===== config.mk =====
export PLATFORM = sky130hd
export DESIGN_NAME = asf_top
export DESIGN_NICKNAME = d
export VERILOG_FILES = /design/src/logic/asf_pkg.sv /design/src/logic/asf_top.sv
export SDC_FILE = /design/constraint.sdc
export NUM_CORES = 2
export LEC_CHECK = 0
export BUFFER_PORTS_ARGS = -buffer_cell sky130_fd_sc_hd__buf_2
export CELL_PAD_IN_SITES_DETAIL_PLACEMENT = 0
export CELL_PAD_IN_SITES_GLOBAL_PLACEMENT = 2
export CORE_AREA = 2 2 367 369
export DETAILED_ROUTE_END_ITERATION = 8
export DIE_AREA = 0 0 369 371
export PLACE_DENSITY_LB_ADDON = 0.1
export SLEW_MARGIN = 20
export SYNTH_ARGS = -nofsm -noshare
export SYNTH_HDL_FRONTEND = slang
export SYNTH_SLANG_ARGS = --single-unit

===== constraint.sdc =====
create_clock -name core_clk -period 7.8 [get_ports core_clk]
set_input_delay 1.56 -clock core_clk [delete_from_list [all_inputs] [get_ports core_clk]]
set_output_delay 1.56 -clock core_clk [all_outputs]
set_load 0.02 [all_outputs]

===== src/logic/asf_pkg.sv =====
// package of the audio sample fifo path: register map, field layouts,
// reset values, bus request carrier and sample size decoding.
// assumes one core clock domain; all users write asf_pkg::name.
`default_nettype none
package asf_pkg;
  localparam int DATA_W = 24;
  localparam int DEPTH = 32;
  localparam int PTR_W = 5;
  localparam int CNT_W = 6;
  localparam int ADDR_W = 4;
  localparam int SHIFT_W = 32;
  localparam int PAD_W = SHIFT_W - DATA_W;
  localparam int CTRL_W = 17;
  localparam int CONF_W = 14;
  localparam int STAT_W = 14;
  localparam logic [ADDR_W-1:0] OFF_CTRL = 4'h0;
  localparam logic [ADDR_W-1:0] OFF_CONF = 4'h4;
  localparam logic [ADDR_W-1:0] OFF_STAT = 4'h8;
  localparam logic [ADDR_W-1:0] OFF_DATA = 4'hC;
  localparam int STAT_UNDERRUN_BIT = 0;
  localparam int STAT_OVERRUN_BIT = 1;
  localparam logic [2:0] SZ_8 = 3'h0;
  localparam logic [2:0] SZ_16 = 3'h1;
  localparam logic [2:0] SZ_18 = 3'h2;
  localparam logic [2:0] SZ_20 = 3'h3;
  localparam logic [2:0] SZ_24 = 3'h4;

  typedef struct packed {
    logic [2:0] in_sample_size;
    logic [2:0] out_sample_size;
    logic rx_dma_en;
    logic tx_dma_en;
    logic rx_level_irq_en;
    logic tx_level_irq_en;
    logic rx_overrun_irq_en;
    logic tx_underrun_irq_en;
    logic fifo_empty_cmd;
    logic underrun_last_sample_sel;
    logic record_enable;
    logic replay_enable;
    logic unit_enable_bit;
  } asf_ctrl_type;

  typedef struct packed {
    logic [1:0] in_slot_select;
    logic [1:0] out_slot_select;
    logic [4:0] rx_fifo_threshold;
    logic [4:0] tx_fifo_threshold;
  } asf_conf_type;

  typedef struct packed {
    logic wr;
    logic rd;
    logic [ADDR_W-1:0] addr;
    logic [31:0] wdata;
  } asf_bus_req_type;

  localparam asf_ctrl_type CTRL_RESET = '{in_sample_size: SZ_16,
    out_sample_size: SZ_16, default: 1'b0};
  localparam asf_conf_type CONF_RESET = '{in_slot_select: 2'h3,
    out_slot_select: 2'h3, rx_fifo_threshold: 5'h10,
    tx_fifo_threshold: 5'h10};

  function automatic logic [5:0] asf_size_bits(input logic [2:0] code);
    unique case (code)
      SZ_8: return 6'h08;
      SZ_16: return 6'h10;
      SZ_18: return 6'h12;
      SZ_20: return 6'h14;
      default: return 6'h18;
    endcase
  endfunction

  function automatic logic [DATA_W-1:0] asf_size_mask(input logic [2:0] code);
    return DATA_W'((25'h1 << asf_size_bits(code)) - 25'h1);
  endfunction
endpackage
`default_nettype wire


===== src/logic/asf_top.sv =====
// audio sample fifo path: register port, two sample fifos, serial link.
// assumes bit clock, frame sync and serial input come from the codec
// asynchronously; sync low marks the left slot, data msb first.
// Operation
// - replay off sends zero samples
// - empty fifo sends zero or last sample
// - record off discards received samples
// - full receive fifo discards new samples
// - link runs once unit enable set
// - two fifos, 24 bits by 32 entries
// - one data access moves one sample
// - lsb aligned, upper bits dropped or zero
// - empty receive fifo reads as zero
// - underrun sets flag, optional interrupt
// - underrun keeps sending zero or last
// - overrun sets flag, optional interrupt, data lost
// - left first, slot order kept
// - fill levels readable for both fifos
// - thresholds set dma and service levels
// - level interrupts gated by own enables
// - dma requests gated by own enables
// - slot selects choose replayed, recorded channels
// - flush empties both fifos only
//
// The register addresses and strobed register access were decided locally.
`timescale 1ns/1ps
`default_nettype none
module asf_sync3 (
  input wire logic core_clk,
  input wire logic rst_n,
  input wire logic async_in,
  output logic level,
  output logic rise,
  output logic fall
);
  logic s1_reg, s2_reg, s3_reg, lvl_reg;
  always_ff @(posedge core_clk or negedge rst_n) begin
    if (!rst_n) begin
      s1_reg <= 1'b0;
      s2_reg <= 1'b0;
      s3_reg <= 1'b0;
      lvl_reg <= 1'b0;
    end else begin
      s1_reg <= async_in;
      s2_reg <= s1_reg;
      s3_reg <= s2_reg;
      if (s2_reg == s3_reg) begin
        lvl_reg <= s3_reg;
      end
    end
  end
  assign level = lvl_reg;
  assign rise = (s2_reg == s3_reg) && s3_reg && !lvl_reg;
  assign fall = (s2_reg == s3_reg) && !s3_reg && lvl_reg;
endmodule

module asf_fifo (
  input wire logic core_clk,
  input wire logic rst_n,
  input wire logic flush,
  input wire logic push,
  input wire logic [asf_pkg::DATA_W-1:0] wdata,
  input wire logic pop,
  output logic [asf_pkg::DATA_W-1:0] head,
  output logic [asf_pkg::CNT_W-1:0] count
);
  logic [asf_pkg::DATA_W-1:0] mem_reg [asf_pkg::DEPTH];
  logic [asf_pkg::PTR_W-1:0] wp_reg, rp_reg;
  logic [asf_pkg::CNT_W-1:0] cnt_reg;
  logic do_push, do_pop;
  assign do_pop = pop && (cnt_reg != '0);
  assign do_push = push && (cnt_reg != asf_pkg::CNT_W'(asf_pkg::DEPTH));
  always_ff @(posedge core_clk) begin
    if (do_push) begin
      mem_reg[wp_reg] <= wdata;
    end
  end
  always_ff @(posedge core_clk or negedge rst_n) begin
    if (!rst_n) begin
      wp_reg <= '0;
      rp_reg <= '0;
      cnt_reg <= '0;
    end else if (flush) begin
      wp_reg <= '0;
      rp_reg <= '0;
      cnt_reg <= '0;
    end else begin
      wp_reg <= wp_reg + asf_pkg::PTR_W'(do_push);
      rp_reg <= rp_reg + asf_pkg::PTR_W'(do_pop);
      cnt_reg <= cnt_reg + asf_pkg::CNT_W'(do_push)
        - asf_pkg::CNT_W'(do_pop);
    end
  end
  assign head = mem_reg[rp_reg];
  assign count = cnt_reg;
endmodule

module asf_top (
  input wire logic core_clk,
  input wire logic rst_n,
  input wire asf_pkg::asf_bus_req_type bus_req,
  output logic [31:0] rd_data,
  input wire logic bit_clk_in,
  input wire logic frame_sync_in,
  input wire logic serial_in_line,
  output logic serial_out_line,
  output logic irq,
  output logic tx_dma_req,
  output logic rx_dma_req
);
  asf_pkg::asf_ctrl_type ctrl_reg, wr_ctrl;
  asf_pkg::asf_conf_type conf_reg;
  logic tx_underrun_flag_reg, rx_overrun_flag_reg;
  logic last_fs_reg, sout_reg, irq_reg;
  logic txdr_reg, rxdr_reg;
  logic [31:0] rd_data_reg;
  logic [asf_pkg::SHIFT_W-1:0] tx_shift_reg, rx_shift_reg, rx_word;
  logic [asf_pkg::DATA_W-1:0] last_reg, tx_head, rx_head, tx_word;
  logic [asf_pkg::DATA_W-1:0] rx_sample, omask, imask;
  logic [asf_pkg::CNT_W-1:0] tx_cnt, rx_cnt;
  logic bclk_rise, bclk_fall, fs_lvl, sin_lvl;
  logic slot_start, tx_sel, rx_sel, tx_empty, rx_full;
  logic tx_push, tx_pop, rx_push, rx_pop, flush, underrun_set, overrun_set;
  logic wr_ctrl_hit, wr_stat_hit, wr_data_hit, rd_data_hit;
  logic tx_lvl, rx_lvl;

  asf_sync3 u_bclk (.core_clk(core_clk), .rst_n(rst_n),
    .async_in(bit_clk_in), .level(), .rise(bclk_rise), .fall(bclk_fall));
  asf_sync3 u_fs (.core_clk(core_clk), .rst_n(rst_n),
    .async_in(frame_sync_in), .level(fs_lvl), .rise(), .fall());
  asf_sync3 u_sin (.core_clk(core_clk), .rst_n(rst_n),
    .async_in(serial_in_line), .level(sin_lvl), .rise(), .fall());

  // bus decode
  assign wr_ctrl = asf_pkg::asf_ctrl_type'(
    bus_req.wdata[asf_pkg::CTRL_W-1:0]);
  assign wr_ctrl_hit = bus_req.wr && (bus_req.addr == asf_pkg::OFF_CTRL);
  assign wr_stat_hit = bus_req.wr && (bus_req.addr == asf_pkg::OFF_STAT);
  assign wr_data_hit = bus_req.wr && (bus_req.addr == asf_pkg::OFF_DATA);
  assign rd_data_hit = bus_req.rd && (bus_req.addr == asf_pkg::OFF_DATA);
  assign flush = wr_ctrl_hit && wr_ctrl.fifo_empty_cmd;
  assign omask = asf_pkg::asf_size_mask(ctrl_reg.out_sample_size);
  assign imask = asf_pkg::asf_size_mask(ctrl_reg.in_sample_size);

  // fifos
  assign tx_push = wr_data_hit;
  assign rx_pop = rd_data_hit;
  asf_fifo u_tx (.core_clk(core_clk), .rst_n(rst_n), .flush(flush),
    .push(tx_push), .wdata(bus_req.wdata[asf_pkg::DATA_W-1:0] & omask),
    .pop(tx_pop), .head(tx_head), .count(tx_cnt));
  asf_fifo u_rx (.core_clk(core_clk), .rst_n(rst_n), .flush(flush),
    .push(rx_push), .wdata(rx_sample), .pop(rx_pop), .head(rx_head),
    .count(rx_cnt));
  assign tx_empty = (tx_cnt == '0);
  assign rx_full = (rx_cnt == asf_pkg::CNT_W'(asf_pkg::DEPTH));

  // slot timing: sync low is the left slot, taken first
  assign slot_start = ctrl_reg.unit_enable_bit && bclk_rise
    && (fs_lvl != last_fs_reg);
  assign tx_sel = conf_reg.out_slot_select[fs_lvl];
  assign rx_sel = conf_reg.in_slot_select[last_fs_reg];
  assign tx_pop = slot_start && tx_sel && ctrl_reg.replay_enable;
  assign underrun_set = tx_pop && tx_empty;
  always_comb begin
    if (!ctrl_reg.replay_enable || !tx_sel) begin
      tx_word = '0;
    end else if (!tx_empty) begin
      tx_word = tx_head;
    end else if (ctrl_reg.underrun_last_sample_sel) begin
      tx_word = last_reg;
    end else begin
      tx_word = '0;
    end
  end
  assign rx_word = {rx_shift_reg[asf_pkg::SHIFT_W-2:0], sin_lvl};
  assign rx_sample = asf_pkg::DATA_W'(rx_word
    >> (asf_pkg::CNT_W'(asf_pkg::SHIFT_W)
    - asf_pkg::asf_size_bits(ctrl_reg.in_sample_size))) & imask;
  assign rx_push = slot_start && rx_sel && ctrl_reg.record_enable
    && !rx_full;
  assign overrun_set = slot_start && rx_sel && ctrl_reg.record_enable
    && rx_full;

  always_ff @(posedge core_clk or negedge rst_n) begin
    if (!rst_n) begin
      ctrl_reg <= asf_pkg::CTRL_RESET;
      conf_reg <= asf_pkg::CONF_RESET;
    end else begin
      if (wr_ctrl_hit) begin
        ctrl_reg <= wr_ctrl;
        ctrl_reg.fifo_empty_cmd <= 1'b0;
      end
      if (bus_req.wr && (bus_req.addr == asf_pkg::OFF_CONF)) begin
        conf_reg <= asf_pkg::asf_conf_type'(
          bus_req.wdata[asf_pkg::CONF_W-1:0]);
      end
    end
  end

  // sticky flags, write one clears, a new event wins
  always_ff @(posedge core_clk or negedge rst_n) begin
    if (!rst_n) begin
      tx_underrun_flag_reg <= 1'b0;
      rx_overrun_flag_reg <= 1'b0;
    end else begin
      tx_underrun_flag_reg <= underrun_set || (tx_underrun_flag_reg
        && !(wr_stat_hit
        && bus_req.wdata[asf_pkg::STAT_UNDERRUN_BIT]));
      rx_overrun_flag_reg <= overrun_set || (rx_overrun_flag_reg
        && !(wr_stat_hit
        && bus_req.wdata[asf_pkg::STAT_OVERRUN_BIT]));
    end
  end

  // serial link shifters
  always_ff @(posedge core_clk or negedge rst_n) begin
    if (!rst_n) begin
      last_fs_reg <= 1'b0;
      tx_shift_reg <= '0;
      rx_shift_reg <= '0;
      sout_reg <= 1'b0;
      last_reg <= '0;
    end else if (!ctrl_reg.unit_enable_bit) begin
      sout_reg <= 1'b0;
      last_fs_reg <= fs_lvl;
    end else begin
      if (bclk_rise) begin
        last_fs_reg <= fs_lvl;
        rx_shift_reg <= slot_start ? '0 : rx_word;
      end
      if (slot_start) begin
        tx_shift_reg <= {tx_word, asf_pkg::PAD_W'(0)}
          << (asf_pkg::CNT_W'(asf_pkg::DATA_W)
          - asf_pkg::asf_size_bits(ctrl_reg.out_sample_size));
      end else if (bclk_fall) begin
        sout_reg <= tx_shift_reg[asf_pkg::SHIFT_W-1];
        tx_shift_reg <= tx_shift_reg << 1;
      end
      if (tx_pop && !tx_empty) begin
        last_reg <= tx_head;
      end
    end
  end

  // levels, requests and interrupt
  assign tx_lvl = tx_cnt <= asf_pkg::CNT_W'(conf_reg.tx_fifo_threshold);
  assign rx_lvl = rx_cnt >= asf_pkg::CNT_W'(conf_reg.rx_fifo_threshold);
  always_ff @(posedge core_clk or negedge rst_n) begin
    if (!rst_n) begin
      txdr_reg <= 1'b0;
      rxdr_reg <= 1'b0;
      irq_reg <= 1'b0;
    end else begin
      txdr_reg <= ctrl_reg.unit_enable_bit && ctrl_reg.tx_dma_en
        && tx_lvl;
      rxdr_reg <= ctrl_reg.unit_enable_bit && ctrl_reg.rx_dma_en
        && rx_lvl;
      irq_reg <= (tx_underrun_flag_reg && ctrl_reg.tx_underrun_irq_en)
        || (rx_overrun_flag_reg && ctrl_reg.rx_overrun_irq_en)
        || (tx_lvl && ctrl_reg.tx_level_irq_en)
        || (rx_lvl && ctrl_reg.rx_level_irq_en);
    end
  end

  // read port, data one cycle after the strobe
  always_ff @(posedge core_clk or negedge rst_n) begin
    if (!rst_n) begin
      rd_data_reg <= '0;
    end else if (bus_req.rd) begin
      unique case (bus_req.addr)
        asf_pkg::OFF_CTRL: rd_data_reg <= 32'(ctrl_reg);
        asf_pkg::OFF_CONF: rd_data_reg <= 32'(conf_reg);
        asf_pkg::OFF_STAT: rd_data_reg <= 32'({rx_cnt, 2'h0, tx_cnt,
          6'h00, rx_overrun_flag_reg, tx_underrun_flag_reg});
        asf_pkg::OFF_DATA: rd_data_reg <= (rx_cnt == '0) ? 32'h0
          : 32'(rx_head & imask);
        default: rd_data_reg <= 32'h0;
      endcase
    end else begin
      rd_data_reg <= '0;
    end
  end

  assign rd_data = rd_data_reg;
  assign serial_out_line = sout_reg;
  assign irq = irq_reg;
  assign tx_dma_req = txdr_reg;
  assign rx_dma_req = rxdr_reg;

  property p_replay_off_zero;
    @(posedge core_clk) disable iff (!rst_n)
    (slot_start && !ctrl_reg.replay_enable) |=> tx_shift_reg == '0;
  endproperty
  a_replay_off_zero: assert property (p_replay_off_zero)
    else $error("replay off but nonzero sample loaded");
  property p_record_off;
    @(posedge core_clk) disable iff (!rst_n)
    !ctrl_reg.record_enable |=> rx_cnt <= $past(rx_cnt);
  endproperty
  a_record_off: assert property (p_record_off)
    else $error("receive fifo grew with record off");
  property p_rx_bound;
    @(posedge core_clk) disable iff (!rst_n)
    rx_full |=> rx_cnt <= asf_pkg::CNT_W'(asf_pkg::DEPTH);
  endproperty
  a_rx_bound: assert property (p_rx_bound)
    else $error("receive fifo passed its depth");
  property p_empty_read;
    @(posedge core_clk) disable iff (!rst_n)
    (rd_data_hit && rx_cnt == '0) |=> rd_data == 32'h0;
  endproperty
  a_empty_read: assert property (p_empty_read)
    else $error("empty receive fifo read nonzero");
  property p_underrun;
    @(posedge core_clk) disable iff (!rst_n)
    underrun_set |=> tx_underrun_flag_reg
      ##1 (tx_underrun_flag_reg || $past(wr_stat_hit));
  endproperty
  a_underrun: assert property (p_underrun)
    else $error("underrun flag not held");
  property p_tx_req;
    @(posedge core_clk) disable iff (!rst_n)
    tx_dma_req == $past(ctrl_reg.unit_enable_bit && ctrl_reg.tx_dma_en
      && tx_cnt <= asf_pkg::CNT_W'(conf_reg.tx_fifo_threshold));
  endproperty
  a_tx_req: assert property (p_tx_req)
    else $error("tx dma request missing");
  property p_flush;
    @(posedge core_clk) disable iff (!rst_n)
    flush |=> (tx_cnt == '0) && (rx_cnt == '0) && ctrl_reg.unit_enable_bit
      == $past(wr_ctrl.unit_enable_bit);
  endproperty
  a_flush: assert property (p_flush)
    else $error("flush did not empty fifos");
  property p_one_push;
    @(posedge core_clk) disable iff (!rst_n)
    (tx_push && !tx_pop && !flush && tx_cnt < asf_pkg::CNT_W'(asf_pkg::DEPTH))
      |=> tx_cnt == $past(tx_cnt) + 6'h01;
  endproperty
  a_one_push: assert property (p_one_push)
    else $error("data write did not add one entry");
  property p_read_mask;
    @(posedge core_clk) disable iff (!rst_n)
    rd_data_hit |=> (rd_data[asf_pkg::DATA_W-1:0] & ~$past(imask)) == '0
      && rd_data[31:asf_pkg::DATA_W] == '0;
  endproperty
  a_read_mask: assert property (p_read_mask)
    else $error("read sample has bits above size");
  c_underrun: cover property (@(posedge core_clk) disable iff (!rst_n)
    underrun_set);
  c_overrun: cover property (@(posedge core_clk) disable iff (!rst_n)
    overrun_set);
  c_record: cover property (@(posedge core_clk) disable iff (!rst_n)
    rx_push ##[1:300] rd_data_hit);
endmodule
`default_nettype wire


==> key figures <==
Outcome
  – Result of the run: completed

Finish
  – Area growth from synthesis to final layout: 12.74%
  – Final nets: approximately 4000
  – Multi-input combinational cell area: around 19000 µm²
  – Final design area excluding fillers: around 79000 µm²
  – Proportion of layout cells with a drive suffix above 1: approximately a quarter
  – Fill cell total of the finished layout: just under 10000
  – Share of the core filled with cells: 59.33%
  – Flip-flop and latch area: between 50000 and 60000 µm²

Setup path
  – Crit Path Max Fanout: 33
  – Type of element capturing the critical path: flip-flop
  – Critical Path AT: roughly 5700 ps
  – CP Class: reg2reg
  – Worst EP required: just over 8000 ps
  – Startpoint type of the worst setup path: flip-flop

Pwr
  – Share of power burned in registers: between 40% and 50%
  – Max VDD drop: roughly 270 µV
  – Internal Power: about 17 mW
  – Combinational group share of total power: 20.0%
  – Leakage: roughly 26 nW
  – Net switching power: 6.476 mW
  – Proportion of power drawn by the clock network: about 34%
  – Switching fraction of total power: 27.40%
  – Power density over the cells: about 300 nW/µm²

Global route
  – Wire length of the first global-routing pass: 267300 µm
  – GRT overflow: 0
  – Antenna violations before repair: 1
  – Pin count of the biggest net entering global routing: 102
  – GRT Total Usage: between 20 and 30%
  – Number of global-route vias before repair: about 37000

Logic synthesis
  – Share of async-settable or async-resettable flops after synthesis: 10.70%
  – Mapped Cells: ~3800
  – Share of synthesized area occupied by flip-flops and latches: 72.60%
  – Top cell type by total area after synthesis: sky130_fd_sc_hd__edfxtp_1
  – Top-area cell type share of the netlist area: about two thirds
  – Syn. warnings: 0
  – Number of storage elements in the synthesis netlist: between 1500 and 2000
  – Distinct cells, synth: slightly below 90
  – Average size of a mapped cell: around 19 µm²
  – Top-count cell post-synth: sky130_fd_sc_hd__edfxtp_1
  – Synth Flop Type: sky130_fd_sc_hd__edfxtp_1
  – Cell types with the largest area share after synthesis: sky130_fd_sc_hd__edfxtp_1 (66%), sky130_fd_sc_hd__mux4_2 (12%), sky130_fd_sc_hd__dfrtp_1 (6.3%)
  – Post-synth top cells: sky130_fd_sc_hd__edfxtp_1 (1536), sky130_fd_sc_hd__mux4_2 (379), sky130_fd_sc_hd__nor2_1 (234)
  – EDFF count, synth: roughly 1500
  – Mapped cell area: ~70000 µm²

Placed design
  – DPL Wire Length: about 110000 µm
  – Routability-driven placement congestion ratio: around 0.87
  – Number of port buffers: a little over 60
  – Area after DPL: around 73000 µm²

Detailed routing
  – Post-route antenna net violation count: 0
  – First-pass DRT Iterations: 6
  – Routed vias/inst: ~6.3
  – Initial detailed-routing violation count: 3976
  – Post-DR wirelength/cell: ~32 µm
  – DRC violation count after routing: 0
  – WL final: ~190000 µm
  – Via count: around 37000

CTS
  – Clock root cell: sky130_fd_sc_hd__clkbuf_16
  – Clock transition time at the flip-flop clock pins of the worst setup and hold paths: 60 ps
  – Depth of the CTS H-tree: 4
  – Buffers inserted by post-CTS timing repair: 0
  – CTS tree: done
  – Sink count of the clock tree: between 1500 and 2000
  – Number of buffers created by CTS: ~170
  – Deepest clock path buffer count: 3
  – Post-CTS Hold Buffers: 0
  – Clock latency reported for the late side of the worst-skew pair: around 800 ps
  – Post-cts repair resize count: 0

Floorplan
  – Die Outline Area: approximately 140000 µm²
  – Area of the core: about 130000 µm²
  – Starting density of the core: between 50% and 60%
  – Row cnt: roughly 130
  – I/O pin count: 79
  – Width of the die: ~370 µm
  – Die span in y: approximately 370 µm

Timing
  – Crit share post-route: 67.47%
  – Final critical-path required period: ~5300 ps
  – Maximum frequency from static timing analysis: ~190 MHz
  – Setup Viol. Count Final: 0
  – Final total negative setup slack: 0 ps
  – Final hold vios: 0
  – Number of slew-limit violations in the final report: 0
  – Relative max-transition margin: between 20% and 30%
  – Transition time at the pin with the least slew margin: roughly 1100 ps
  – Final setup skew: roughly 34 ps
  – Final hold slack: 352.1 ps
  – Unrepaired setup endpoints after global routing: false

Worst hold path
  – Class of the worst hold path: reg2reg

Run
  – # Max-Cap Violations: 0
## power groups by stage
stage          Clock (mW)  Sequential (mW)  Combinational (mW)
6_report             8.04             10.9                4.74
3_3_place_gp            0             11.0                4.65
5_1_grt              8.53             10.9                5.05
2_1_floorplan           0             10.8                3.40
3_5_place_dp            0             11.0                4.75
4_1_cts              8.18             10.9                4.77
## worst paths after layout
check,from,end,slack (ps),cells after the start
setup / recovery,ctrl_reg[11],u_tx.mem_reg[3][20],2540,12
hold / removal,u_sin.s1_reg,u_sin.s2_reg,350,0
setup reg to reg,ctrl_reg[11],u_tx.mem_reg[3][20],2540,12
hold reg to reg,u_sin.s1_reg,u_sin.s2_reg,350,0
max in group asynchronous,rst_n,u_rx.rp_reg[0],5570,2
min in group asynchronous,rst_n,tx_shift_reg[9],800,1
## cell type report
type	instances	area share, %
Tap cell	1768	2.808
Antenna cell	2	0.006352
Inverter	50	0.2382
Multi-Input combinational cell	1781	23.71
Clock inverter	92	1.074
Timing Repair Buffer	196	1.880
Clock buffer	217	5.851
Sequential cell	1720	64.43
## placed cells by master, fill, tap and decap left out, drive strengths merged, types with 19 or more instances in the layout
| cell type | Yosys | final |
|---|---|---|
| ha | 48 | 48 |
| clkinv | 5 | 74 |
| mux2i | 190 | 190 |
| o211ai | 25 | 25 |
| a22o | 33 | 33 |
| clkbuf | 111 | 218 |
| a22oi | 53 | 53 |
| mux4 | 379 | 379 |
| dfrtp | 176 | 176 |
| nor2 | 234 | 234 |
| o22ai | 22 | 22 |
| edfxtp | 1536 | 1536 |
| a21oi | 108 | 108 |
| buf | 104 | 195 |
| o21ai | 75 | 75 |
| nand3 | 61 | 61 |
| and2 | 23 | 23 |
| nand3b | 19 | 19 |
| nand2 | 169 | 169 |
| nor2b | 22 | 22 |
| inv | 45 | 49 |
| mux2 | 65 | 65 |
## metal layers
metal	wire length [µm]	GRT usage, %	vias to the layer above
met5	0	0	-
met4	6625	9.757	0
met3	10900	3.841	285
met2	95620	47.06	1371
met1	74810	37.07	19660
li1	-	-	15520
## through the flow
stage	instances	worst slack, ps	power (mW)
final	5826	2538	23.63
after global routing	5825	2048	24.48
after CTS	5824	2526	23.81
after detailed placement	5515	2532	15.80
after global placement	5505	2700	15.69
after floorplan	3766	3337	14.19
## cells by family after synthesis
family / count (synthesis) / share of synthesized area, %
compound gates: 444 / 4.344
fa+ha+maj: 52 / 0.9453
buf+inv: 265 / 1.738
mux: 634 / 15.98
simple gates: 613 / 4.023
other cells: 2 / 0.01075
flops: 1720 / 72.60
xor+xnor: 28 / 0.3509
## worst max-delay path, cell delays in order, from the launching register on
cell                       delay (ps)
sky130_fd_sc_hd__dfstp_2          600
sky130_fd_sc_hd__nor3b_4           50
sky130_fd_sc_hd__buf_4            260
sky130_fd_sc_hd__inv_2            420
sky130_fd_sc_hd__ha_1             270
sky130_fd_sc_hd__nand2_1          400
sky130_fd_sc_hd__nor2_1           670
sky130_fd_sc_hd__nand2_1          240
sky130_fd_sc_hd__ha_1             370
sky130_fd_sc_hd__a21bo_2          250
sky130_fd_sc_hd__nand3b_1         340
sky130_fd_sc_hd__xor2_1           180
sky130_fd_sc_hd__and2_1           830
Power figures use the tool's default switching activity.
